==> config.mk <==
export PLATFORM = sky130hd
export DESIGN_NAME = uart_rx_data_error_status
export DESIGN_NICKNAME = d
export VERILOG_FILES = /design/src/hdl/uart_rx_pkg.sv /design/src/hdl/rx_char_fifo.sv /design/src/hdl/uart_rx_data_error_status.sv
export SDC_FILE = /design/constraint.sdc
export NUM_CORES = 1
export LEC_CHECK = 0
export BUFFER_PORTS_ARGS = -buffer_cell sky130_fd_sc_hd__buf_4
export CORE_MARGIN = 2
export CORE_UTILIZATION = 66
export DETAILED_ROUTE_END_ITERATION = 7
export PLACE_DENSITY = 0.92
export SYNTH_ARGS = -nofsm -noshare
export SYNTH_HDL_FRONTEND = slang
export SYNTH_HIERARCHICAL = 1
export SYNTH_SLANG_ARGS = --single-unit
==> constraint.sdc <==
create_clock -name ref_clk -period 9.2 [get_ports ref_clk]
set_input_delay 1.38 -clock ref_clk [delete_from_list [all_inputs] [get_ports ref_clk]]
set_output_delay 1.38 -clock ref_clk [all_outputs]
set_load 0.005 [all_outputs]
==> src/hdl/uart_rx_pkg.sv <==
// constants shared by the receive data and error status block
package uart_rx_pkg;
    // register byte offsets on the Avalon bus
    localparam logic [7:0] DATA_PORT_OFS  = 8'h00;
    localparam logic [7:0] STATUS_OFS     = 8'h04;
    localparam logic [7:0] LINE_CTRL_OFS  = 8'h1C;

    // serial_data_port fields
    localparam int CHAR_W     = 8;
    localparam int DATA_FRM_POS = 8;
    localparam int DATA_PAR_POS = 9;
    localparam int DATA_BRK_POS = 10;
    localparam int DATA_OVR_POS = 11;

    // receive_error_status fields
    localparam int STS_FRM_POS  = 0;
    localparam int STS_PAR_POS  = 1;
    localparam int STS_BRK_POS  = 2;
    localparam int STS_OVR_POS  = 3;
    localparam int STS_W        = 4;

    // receive_line_control fields
    localparam int LC_PEN_POS = 1;
    localparam int LC_EPS_POS = 2;
    localparam int LC_SPS_POS = 7;

    // stored entry: character plus frame, parity and break flags
    localparam int ENTRY_W    = 11;
    localparam int ENT_FRM_POS = 8;
    localparam int ENT_PAR_POS = 9;
    localparam int ENT_BRK_POS = 10;

    // values after reset
    localparam logic [7:0]      LINE_CTRL_RST = 8'h00;
    localparam logic [STS_W-1:0] STATUS_RST   = 4'h0;
    localparam logic [7:0]      TX_DATA_RST   = 8'h00;
    localparam logic [31:0]     READDATA_RST  = 32'h0000_0000;

    // buffering and timing
    localparam int FIFO_DEPTH_DEF   = 32;
    localparam int REF_CLK_HZ       = 20_000_000;
    localparam int BAUD_RATE_DEF    = 115_200;
    localparam int CLKS_PER_BIT_DEF = REF_CLK_HZ / BAUD_RATE_DEF;

    typedef enum logic [2:0] {
        RX_IDLE   = 3'h0,
        RX_START  = 3'h1,
        RX_DATA   = 3'h3,
        RX_PARITY = 3'h2,
        RX_STOP   = 3'h6,
        RX_BREAK  = 3'h7
    } rx_state_t;
endpackage : uart_rx_pkg

==> src/hdl/rx_char_fifo.sv <==
// synchronous fifo holding received characters with their flags
`timescale 1ns/1ps
module rx_char_fifo #(
    parameter int WIDTH = 11,
    parameter int DEPTH = 32
) (
    input  wire logic             ref_clk,
    input  wire logic             rst,
    input  wire logic             in_valid,
    output logic                  in_ready,
    input  wire logic [WIDTH-1:0] in_data,
    output logic                  out_valid,
    input  wire logic             out_ready,
    output logic      [WIDTH-1:0] out_data
);
    localparam int AW = $clog2(DEPTH);

    logic [WIDTH-1:0] mem_r [DEPTH];
    logic [AW:0]      wr_ptr_r;
    logic [AW:0]      rd_ptr_r;
    logic             push;
    logic             pop;

    // extra pointer bit tells full from empty
    assign out_valid = wr_ptr_r != rd_ptr_r;
    assign in_ready  = (wr_ptr_r[AW-1:0] != rd_ptr_r[AW-1:0]) || (wr_ptr_r[AW] == rd_ptr_r[AW]);
    assign push      = in_valid && in_ready;
    assign pop       = out_valid && out_ready;
    assign out_data  = mem_r[rd_ptr_r[AW-1:0]];

    always_ff @(posedge ref_clk) begin
        if (push) begin
            mem_r[wr_ptr_r[AW-1:0]] <= in_data;
        end
    end

    always_ff @(posedge ref_clk or posedge rst) begin
        if (rst) begin
            wr_ptr_r <= '0;
        end else if (push) begin
            wr_ptr_r <= wr_ptr_r + 1'b1;
        end
    end

    always_ff @(posedge ref_clk or posedge rst) begin
        if (rst) begin
            rd_ptr_r <= '0;
        end else if (pop) begin
            rd_ptr_r <= rd_ptr_r + 1'b1;
        end
    end
endmodule : rx_char_fifo

==> src/hdl/uart_rx_data_error_status.sv <==
// serial receive path, data port and sticky receive error status
// How it works
// [RL1] data port low byte reads received character, writes queue a transmit character
// [RL2] frame error flag set when sampled stop bit is low
// [RL3] parity error flag set when received parity mismatches line control setting
// [RL4] break flag set when line stays low through a whole frame
// [RL5] one break pushes exactly one all-zero character
// [RL6] after break, wait for line high then a fresh valid start bit
// [RL7] overrun flag set when a character completes while storage is full
// [RL8] on overrun stored entries stay intact, only the shift register is lost
// [RL9] data port overrun flag clears when a character is next stored
// [RL10] any write to error-clear location zeroes all sticky bits
// [RL11] frame, parity and break flags travel with each stored character
// [RL12] software drains the receive storage after an overrun to continue
// [RL13] error-clear location is write-only and shares offset 0x04 with status
// [RL14] data port read pops the head entry with its flags
// [RL15] reserved bits read zero and ignore writes
`timescale 1ns/1ps
module uart_rx_data_error_status
    import uart_rx_pkg::*;
#(
    parameter int CLKS_PER_BIT = CLKS_PER_BIT_DEF,
    parameter int FIFO_DEPTH   = FIFO_DEPTH_DEF
) (
    input  wire logic        ref_clk,
    input  wire logic        rst,
    input  wire logic [7:0]  address,
    input  wire logic        read,
    input  wire logic        write,
    input  wire logic [3:0]  byteenable,
    input  wire logic [31:0] writedata,
    output logic      [31:0] readdata,
    output logic             waitrequest,
    input  wire logic        rx_in,
    output logic      [7:0]  tx_data,
    output logic             tx_valid,
    input  wire logic        tx_ready
);
    localparam int CNT_W = $clog2(CLKS_PER_BIT) + 1;
    localparam logic [CNT_W-1:0] BIT_LAST  = CNT_W'(CLKS_PER_BIT - 1);
    localparam logic [CNT_W-1:0] HALF_LAST = CNT_W'(CLKS_PER_BIT / 2 - 1);

    function automatic logic expected_parity(input logic [7:0] d,
                                             input logic even, input logic stick);
        if (stick) begin
            expected_parity = ~even;
        end else begin
            expected_parity = even ? ^d : ~^d;
        end
    endfunction : expected_parity

    // bus side
    logic              req;
    logic              ack_r;
    logic              first;
    logic              acc;
    logic              sel_data;
    logic              sel_sts;
    logic              sel_lc;
    logic              tx_stall;
    logic              data_rd_valid_r;
    logic              pop;
    logic              err_clear;
    logic [31:0]       readdata_r;
    logic [7:0]        line_ctrl_r;
    logic [STS_W-1:0]  status_r;
    logic [STS_W-1:0]  status_set;
    logic [7:0]        tx_data_r;
    logic              tx_valid_r;

    // line side
    logic              rx_meta_r;
    logic              rx_s_r;
    rx_state_t         state_r;
    logic [CNT_W-1:0]  cnt_r;
    logic [2:0]        bit_idx_r;
    logic [7:0]        shift_r;
    logic              all_low_r;
    logic              par_err_r;
    logic              tick;
    logic              push_evt;
    logic              is_break;
    logic              push_frm;
    logic              push_par;
    logic [ENTRY_W-1:0] push_data;
    logic              ovr_pending_r;
    logic              ovr_evt;
    logic              fifo_in_ready;
    logic              fifo_out_valid;
    logic [ENTRY_W-1:0] fifo_head;

    assign req      = read | write;
    assign sel_data = address[7:2] == DATA_PORT_OFS[7:2];
    assign sel_sts  = address[7:2] == STATUS_OFS[7:2];
    assign sel_lc   = address[7:2] == LINE_CTRL_OFS[7:2];
    // a data write waits while the previous character is still unclaimed
    assign tx_stall = write && sel_data && byteenable[0] && tx_valid_r && !tx_ready;
    assign first    = req && !ack_r;
    assign acc      = req && ack_r;
    assign waitrequest = first;
    assign readdata    = readdata_r;
    assign tx_data     = tx_data_r;
    assign tx_valid    = tx_valid_r;

    always_ff @(posedge ref_clk or posedge rst) begin
        if (rst) begin
            ack_r <= 1'b0;
        end else begin
            ack_r <= first && !tx_stall;
        end
    end

    // read data is latched in the waiting cycle so it stands at the accepting edge
    always_ff @(posedge ref_clk or posedge rst) begin
        if (rst) begin
            readdata_r <= READDATA_RST;
        end else if (first && read) begin
            readdata_r <= 32'h0000_0000; // [RL15]
            if (sel_data) begin
                readdata_r[DATA_OVR_POS] <= ovr_pending_r;
                if (fifo_out_valid) begin
                    readdata_r[ENTRY_W-1:0] <= fifo_head; // [RL1] [RL11]
                end
            end else if (sel_sts) begin
                readdata_r[STS_W-1:0] <= status_r;
            end else if (sel_lc) begin
                readdata_r[7:0] <= line_ctrl_r;
            end
        end
    end

    // pop only an entry that was actually returned; a push landing meanwhile is kept
    always_ff @(posedge ref_clk or posedge rst) begin
        if (rst) begin
            data_rd_valid_r <= 1'b0;
        end else begin
            data_rd_valid_r <= first && read && sel_data && fifo_out_valid;
        end
    end

    assign pop = acc && read && sel_data && data_rd_valid_r; // [RL14]

    always_ff @(posedge ref_clk or posedge rst) begin
        if (rst) begin
            line_ctrl_r <= LINE_CTRL_RST;
        end else if (acc && write && sel_lc && byteenable[0]) begin
            line_ctrl_r <= writedata[7:0];
        end
    end

    always_ff @(posedge ref_clk or posedge rst) begin
        if (rst) begin
            tx_data_r <= TX_DATA_RST;
        end else if (acc && write && sel_data && byteenable[0]) begin
            tx_data_r <= writedata[CHAR_W-1:0]; // [RL1]
        end
    end

    always_ff @(posedge ref_clk or posedge rst) begin
        if (rst) begin
            tx_valid_r <= 1'b0;
        end else if (acc && write && sel_data && byteenable[0]) begin
            tx_valid_r <= 1'b1;
        end else if (tx_ready) begin
            tx_valid_r <= 1'b0;
        end
    end

    // sticky error bits; a new error in the clearing cycle survives
    assign err_clear  = acc && write && sel_sts; // [RL13]
    assign status_set = {ovr_evt, push_evt && is_break, push_evt && push_par,
                         push_evt && push_frm};

    always_ff @(posedge ref_clk or posedge rst) begin
        if (rst) begin
            status_r <= STATUS_RST;
        end else begin
            status_r <= (err_clear ? STATUS_RST : status_r) | status_set; // [RL10]
        end
    end

    // receive line synchroniser
    always_ff @(posedge ref_clk or posedge rst) begin
        if (rst) begin
            rx_meta_r <= 1'b1;
            rx_s_r    <= 1'b1;
        end else begin
            rx_meta_r <= rx_in;
            rx_s_r    <= rx_meta_r;
        end
    end

    assign tick     = cnt_r == '0;
    assign push_evt = state_r == RX_STOP && tick;
    // simplification: break is judged at the stop sample, mid stop bit
    assign is_break = all_low_r && !rx_s_r; // [RL4]
    assign push_frm = !is_break && !rx_s_r; // [RL2]
    assign push_par = !is_break && par_err_r; // [RL3]
    // a break stores one zero character and no other flags
    assign push_data = is_break ? ENTRY_W'(1) << ENT_BRK_POS // [RL5]
                                : {1'b0, push_par, push_frm, shift_r}; // [RL11]
    assign ovr_evt  = push_evt && !fifo_in_ready; // [RL7]

    always_ff @(posedge ref_clk or posedge rst) begin
        if (rst) begin
            state_r <= RX_IDLE;
        end else begin
            unique case (state_r)
                RX_IDLE: begin
                    if (!rx_s_r) begin
                        state_r <= RX_START;
                    end
                end
                RX_START: begin
                    if (tick) begin
                        state_r <= rx_s_r ? RX_IDLE : RX_DATA;
                    end
                end
                RX_DATA: begin
                    if (tick && bit_idx_r == 3'h7) begin
                        state_r <= line_ctrl_r[LC_PEN_POS] ? RX_PARITY : RX_STOP;
                    end
                end
                RX_PARITY: begin
                    if (tick) begin
                        state_r <= RX_STOP;
                    end
                end
                RX_STOP: begin
                    if (tick) begin
                        state_r <= is_break ? RX_BREAK : RX_IDLE; // [RL5]
                    end
                end
                RX_BREAK: begin
                    if (rx_s_r) begin
                        state_r <= RX_IDLE; // [RL6]
                    end
                end
                default: begin
                    state_r <= RX_IDLE;
                end
            endcase
        end
    end

    always_ff @(posedge ref_clk or posedge rst) begin
        if (rst) begin
            cnt_r <= '0;
        end else if (state_r == RX_IDLE) begin
            cnt_r <= HALF_LAST;
        end else if (tick) begin
            cnt_r <= BIT_LAST;
        end else begin
            cnt_r <= cnt_r - 1'b1;
        end
    end

    always_ff @(posedge ref_clk or posedge rst) begin
        if (rst) begin
            bit_idx_r <= 3'h0;
        end else if (state_r != RX_DATA) begin
            bit_idx_r <= 3'h0;
        end else if (tick) begin
            bit_idx_r <= bit_idx_r + 3'h1;
        end
    end

    // only this register is lost on overrun, the stored entries stay valid
    always_ff @(posedge ref_clk or posedge rst) begin
        if (rst) begin
            shift_r <= 8'h00;
        end else if (state_r == RX_DATA && tick) begin
            shift_r <= {rx_s_r, shift_r[7:1]}; // [RL8]
        end
    end

    always_ff @(posedge ref_clk or posedge rst) begin
        if (rst) begin
            all_low_r <= 1'b0;
        end else if (state_r == RX_START) begin
            all_low_r <= 1'b1;
        end else if ((state_r == RX_DATA || state_r == RX_PARITY) && tick) begin
            all_low_r <= all_low_r && !rx_s_r; // [RL4]
        end
    end

    always_ff @(posedge ref_clk or posedge rst) begin
        if (rst) begin
            par_err_r <= 1'b0;
        end else if (state_r == RX_START) begin
            par_err_r <= 1'b0;
        end else if (state_r == RX_PARITY && tick) begin
            par_err_r <= rx_s_r != expected_parity(shift_r, line_ctrl_r[LC_EPS_POS],
                                                   line_ctrl_r[LC_SPS_POS]); // [RL3]
        end
    end

    always_ff @(posedge ref_clk or posedge rst) begin
        if (rst) begin
            ovr_pending_r <= 1'b0;
        end else if (ovr_evt) begin
            ovr_pending_r <= 1'b1;
        end else if (push_evt) begin
            ovr_pending_r <= 1'b0; // [RL9]
        end
    end

    rx_char_fifo #(
        .WIDTH (ENTRY_W),
        .DEPTH (FIFO_DEPTH)
    ) u_fifo (
        .ref_clk   (ref_clk),
        .rst       (rst),
        .in_valid  (push_evt),
        .in_ready  (fifo_in_ready),
        .in_data   (push_data),
        .out_valid (fifo_out_valid),
        .out_ready (pop),
        .out_data  (fifo_head)
    );
endmodule : uart_rx_data_error_status

==> Word-level counts from Yosys, hierarchy flattened <==
Memories as Yosys holds them, arrays and structs flattened.
Index checks and enable logic that the tools add are counted.
{ "totals": {"reg_bits": 75, "latch_bits": 0, "ramBits": 352, "rom_bits": 0, "inputBits": 50, "output_inout_bits": 42, "elab_cells": 133, "memories": 1} }
{ "classes": {"n_addsub": 4, "multipliers": 0, "div_mod_pow": 0, "magnitude_cmp": 0, "eq_ne": 19, "shifts": 0, "n_mux": 36, "n_bitwise": 3, "reduce_logical": 52} }
{ "mem_list": {"columns": ["name", "words", "word_bits", "rd", "rd_clocked_by_memory_dff", "wr", "line_no", "rtl"], "rows": [
  ["u_fifo.mem_r", 32, 11, 1, 0, 1, "rx_char_fifo.sv:18", "logic [WIDTH-1:0] mem_r [DEPTH];"]
]} }
{ "ops": {"columns": ["operator", "count"], "rows": [
  ["logical AND 1 bit", 33],
  ["2-to-1 mux 3 bit", 10],
  ["2-to-1 mux 11 bit", 2],
  ["2-to-1 mux 9 bit", 2],
  ["one-hot mux 3 bit (6 select lines)", 1],
  ["2-to-1 mux 4 bit", 4],
  ["2-to-1 mux 8 bit", 2],
  ["2-to-1 mux 1 bit", 14],
  ["adder 6 x 1 -> 6 bit (second input constant)", 2],
  ["inequality test 2 bit (second input constant)", 6],
  ["nonzero test 2 bit", 5],
  ["== test 3 bit (second input constant)", 3],
  ["logical NOT 9 bit", 1],
  ["subtractor 9 x 1 -> 9 bit (second input constant)", 1],
  ["XNOR reduction 8 bit", 1],
  ["parity 8 bit", 1],
  ["== test 3 x 2 -> 1 bit (second input constant)", 2],
  ["== test 6 x 1 -> 1 bit (second input constant)", 1],
  ["== test 6 x 3 -> 1 bit (second input constant)", 1],
  ["logical NOT 1 bit", 6],
  ["logical NOT 6 bit", 1],
  ["inequality test 6 bit", 1],
  ["AND reduction 6 bit", 1],
  ["inequality test 5 bit", 1],
  ["other kinds (11)", 12]
]} }

==> Longest topological paths before layout <==
{ "logic_depth": {"ltp_word": 8, "ltp_mapped": 11, "ltp_nobuf": 9} }

==> Cells and area by module <==
Netlist, hierarchy kept.
{ "by_module_without_submodules": {"columns": ["mod", "n_inst", "cells_each", "area_per_inst_um2", "seq_area_each_um2"], "rows": [
  ["rx_char_fifo", 1, 841, 14428.8, 10870.4],
  ["uart_rx_data_error_status", 1, 295, 3085.5, 1579.0]
]} }

==> Worst setup path before layout <==
No wires, ideal clock.
{ "synth_timing": {"path_kind": "reg-to-reg", "start": "reg cnt_r[0]", "end": "mem u_fifo.mem_r[10][0], enable pin", "setup_time_ns": 0.378, "arrival_ns": 3.148, "required_ns": 8.822, "slack_ns": 5.674, "path_stages_with_launch": 12, "n_path_buf": 2, "synth_period_minus_slack_ns": 3.526, "path_cell_list": "dfrtp_1 -> inv_1 -> ha_1 -> or4b_4 -> or4_4 -> buf_6 -> or4_4 -> clkinv_2 -> o31a_1 -> buf_4 -> nand2_2 -> nor2_1"} }
{ "synth_via": {"elab_chain_len": 5} }
{ "synth_lines": {"columns": ["element", "line_no", "rtl"], "rows": [
  ["from (decl)", "uart_rx_data_error_status.sv:75", "logic [CNT_W-1:0] cnt_r;"],
  ["from (signal assigned)", "uart_rx_data_error_status.sv:254", "cnt_r <= cnt_r - 1'b1;"],
  ["logical NOT 9 bit", "uart_rx_data_error_status.sv:193", "assign tick = cnt_r == '0;"],
  ["logical AND 1 bit", "uart_rx_data_error_status.sv:194", "assign push_evt = state_r == RX_STOP && tick;"],
  ["named net push_evt", "uart_rx_data_error_status.sv:81", "logic push_evt;"],
  ["logical AND 1 bit", "rx_char_fifo.sv:27", "assign push = in_valid && in_ready;"],
  ["2-to-1 mux 1 bit", "rx_char_fifo.sv:32", "if (push) begin"],
  ["2-to-1 mux 1 bit (implied by the code)", "rx_char_fifo.sv:33", "mem_r[wr_ptr_r[AW-1:0]] <= in_data;"],
  ["to (decl)", "rx_char_fifo.sv:18", null]
]} }
The timed path passes the listed nets, and every way through them passes these cells.

==> Worst setup path after layout <==
{ "layout_timing": {"start": "reg cnt_r[0]", "end": "mem u_fifo.mem_r[1][1], enable pin"} }
Same word-level chain as after synthesis.

==> impl_metrics.yaml <==
outcome:
  status: "finished, final reports clean"
hold_path:
  hold_path_class: "register to register"
  hold-path-cell-count: 0
  worstHoldStart: "rx_meta_r"
  holdPathEnd: "rx_s_r"
floorplanning:
  die_y_um: 166.9
  dieArea_sq_um: 27860
  num_rows: 59
  dieWidth_um: 166.9
  core-area_sq_um: 26060
  ioPinCount: 92
  start_util: 0.6721
layout:
  antenna_cells: 0
  fin_nets: 1237
  area_growth_pct: 10.07
  final_area_sq_um: 19280
  drive_gt1_frac: 0.1443
timing:
  rsz0062_at_grt: "false"
  finalSetupViolCount: 0
  final_hold_viol_count: 0
  slew_headroom: 0.1714
  worstMarginPinSlew_ns: 1.238
  period_share: 0.4891
  period_minus_slack_ns: 4.499
  clock_skew_ns: 0.01253
  maxSlewViolCount: 0
  fmax_ghz: 0.2223
  fin_tns_setup_ns: 0
drt:
  route.detailed.drc: 0
  drtIter0Drc: 1692
  wl_per_cell_um: 26.27
  wl_um: 40480
  routed-via-count: 10470
  drt_first_pass_iters: 8
  vias_per_cell: 6.791
  postRouteAntennaNets: 0
worst_setup_path:
  cp.arrival_ns: 4.64
  crit_chain: "inv_1, ha_1, or4b_4, or4_4, or4_4, clkinv_2, o31a_1, nand2_2, nor2_1"
  cp-end-kind: "register"
  reg2reg_depth: 9
  r2r-start: "cnt_r[0]"
  slowest_delay_ns: 1.01
  startpoint_type: "register"
  critPathMaxFanout: 11
  crit_type: "register to register"
  r2r_slack_ns: 4.70
  rr_endpoint: "u_fifo/mem_r[1][1]"
  cp_slowest_cell: "nor2_1"
  path_buf_inv: 2
  critPathRequiredTime_ns: 9.34
  cpMostUsedCell: "or4_4"
  crit_family: "simple AND/OR/NAND/NOR gates"
clock_network:
  clk_latency_ns: 0.53
  postCtsSetupBuffers: 0
  cts_root_buffer: "clkbuf_16"
  cts_sinks: 427
  h-tree-depth: 2
  cts_made_buffers: 40
  clk_pin_slew_ns: 0.06
  clk_path_buf_depth: 3
  cts_hold_buf: 0
  ctsResizeCount: 0
  cts_tree: "done"
yosys:
  synth_cell_types: 53
  seq_area_frac_synth: 0.7108
  ys.flop_type: "edfxtp_1"
  synth_edf_count: 352
  avgSynthCellArea_sq_um: 15.42
  yosysTopAreaCell: "edfxtp_1"
  synth_top_cell_area_share: 0.6035
  ys_top_cells_by_area: "edfxtp_1 (60%), dfrtp_1 (10%), mux2i_1 (10%)"
  syn_area_sq_um: 17510
  yosysWarnings: 6
  yosysMostFrequentCell: "edfxtp_1"
  ys_async_sr_fraction: 0.1756
  synth_cells: 1136
  synth_common_cells: "edfxtp_1 (352), mux2i_1 (177), a22oi_1 (77)"
  synth_seq_cells: 427
global_route:
  gr-total-overflow: 0
  met2_usage: 0.4718
  grtUsageTotal: 0.2890
  grt.busiest_layer: "met2"
  antenna_found_initial: 0
  groute.layer.met3.usage: 0.05751
  grt_util_met1: 0.3856
  grt_pass1_wl_um: 61140
  grt_pass1_vias: 10280
  grt_max_degree: 52
place:
  place_area_sq_um: 18060
  place_congestion: 0.9032
  hpwl_um: 23220
  portBuffers: 42
job:
  cap_viol_max_count: 0
power_and_ir_drop:
  p_per_area_nw_per_um2: 192.4
  leakage_nw: 5.795
  vdd.ir_drop.worst_mv: 0.2186
report_power, final:
part / total, W / switching, W / leakage, nW / internal [W]
Clock: 0.00156 / 0.000681 / 0.603 / 0.000881
Combinational: 0.0000573 / 0.0000328 / 1.64 / 0.0000245
Sequential: 0.00209 / 0.00000997 / 3.55 / 0.00208
Total: 0.00371 / 0.000724 / 5.79 / 0.00299
worst max-delay path by stage:
stage / start / to / slack, ns / cells past startpoint
finish: cnt_r[0] / u_fifo/mem_r[1][1] / 4.70 / 9
floorplan: cnt_r[0] / u_fifo/mem_r[10][0] / 5.67 / 11
CTS: cnt_r[0] / u_fifo/mem_r[1][8] / 4.72 / 9
global placement: cnt_r[0] / u_fifo/mem_r[2][1] / 5.00 / 9
detailed placement: cnt_r[0] / u_fifo/mem_r[1][1] / 4.86 / 9
global route: cnt_r[1] / u_fifo/mem_r[1][8] / 4.53 / 9
cell usage in the layout (no fill, tap or decap), drive strengths merged, types with 25 or more instances in the layout:
| cell | synthesis | layout |
|---|---|---|
| a22oi | 77 | 77 |
| buf | 50 | 62 |
| clkbuf | 30 | 49 |
| dfrtp | 73 | 73 |
| edfxtp | 352 | 352 |
| mux2 | 25 | 25 |
| mux2i | 177 | 177 |
| nand2 | 49 | 49 |
| nand3 | 57 | 57 |
| nor2 | 64 | 64 |
logic make-up (layout without fill, tap and decap cells):
kind of cell	after synthesis	after routing	synth area share
adders and majority gates	8	8	0.005715
xor gates and xnor gates	30	30	0.01500
DFF	427	427	0.7108
other	1	20	0.0002141
muxes	202	202	0.1172
and+or+nand+nor	237	237	0.06765
AOI/OAI and AO/OA	138	138	0.05458
buffers and inverters	93	144	0.02879
per-layer routing:
| layer | part of all wire | routed length [um] |
|---|---|---|
| met1 | 0.36 | 14520 |
| met2 | 0.49 | 19820 |
| met3 | 0.11 | 4272 |
| met4 | 0.046 | 1870 |
| met5 | 0 | 0 |
stage by stage:
stage | utilization | hold WS, ns | total power (W) | instances | setup slack, ns
finish | 0.7398 | 0.3564 | 0.003710 | 1541 | 4.701
global route | 0.7398 | 0.3643 | 0.003793 | 1541 | 4.532
CTS | 0.7398 | 0.3575 | 0.003715 | 1541 | 4.716
detailed placement | 0.6931 | 0.3488 | 0.002184 | 1472 | 4.856
global placement | 0.6931 | 0.3463 | 0.002181 | 1472 | 5.002
floorplan | - | 0.3452 | 0.002158 | 1155 | 5.674
final cells by class:
type,count,area [sq um]
clock buffer,49,1070
clock inverter,20,146.4
fill,1374,6780
inverter,13,50.05
multi-input combinational,635,4674
sequential,427,12450
tap,335,419.2
timing repair buffer,62,465.4
flip-flops by register name, summed over array words and instances, names as in the netlist, 3 cells and up:
name             count
status_r             4
cnt_r                9
tx_data              8
bit_idx_r            3
u_fifo/wr_ptr_r      6
shift_r              8
state_r              3
u_fifo/rd_ptr_r      6
u_fifo/mem_r       352
readdata            12
line_ctrl_r          8
worst reg2reg max path, stage by stage (launching register included):
cell,delay [ns]
dfrtp_1,0.39
inv_1,0.08
ha_1,0.20
or4b_4,0.50
or4_4,0.59
or4_4,0.50
clkinv_2,0.10
o31a_1,0.44
nand2_2,0.29
nor2_1,1.01
No activity file was read; power rests on OpenSTA's default activity.
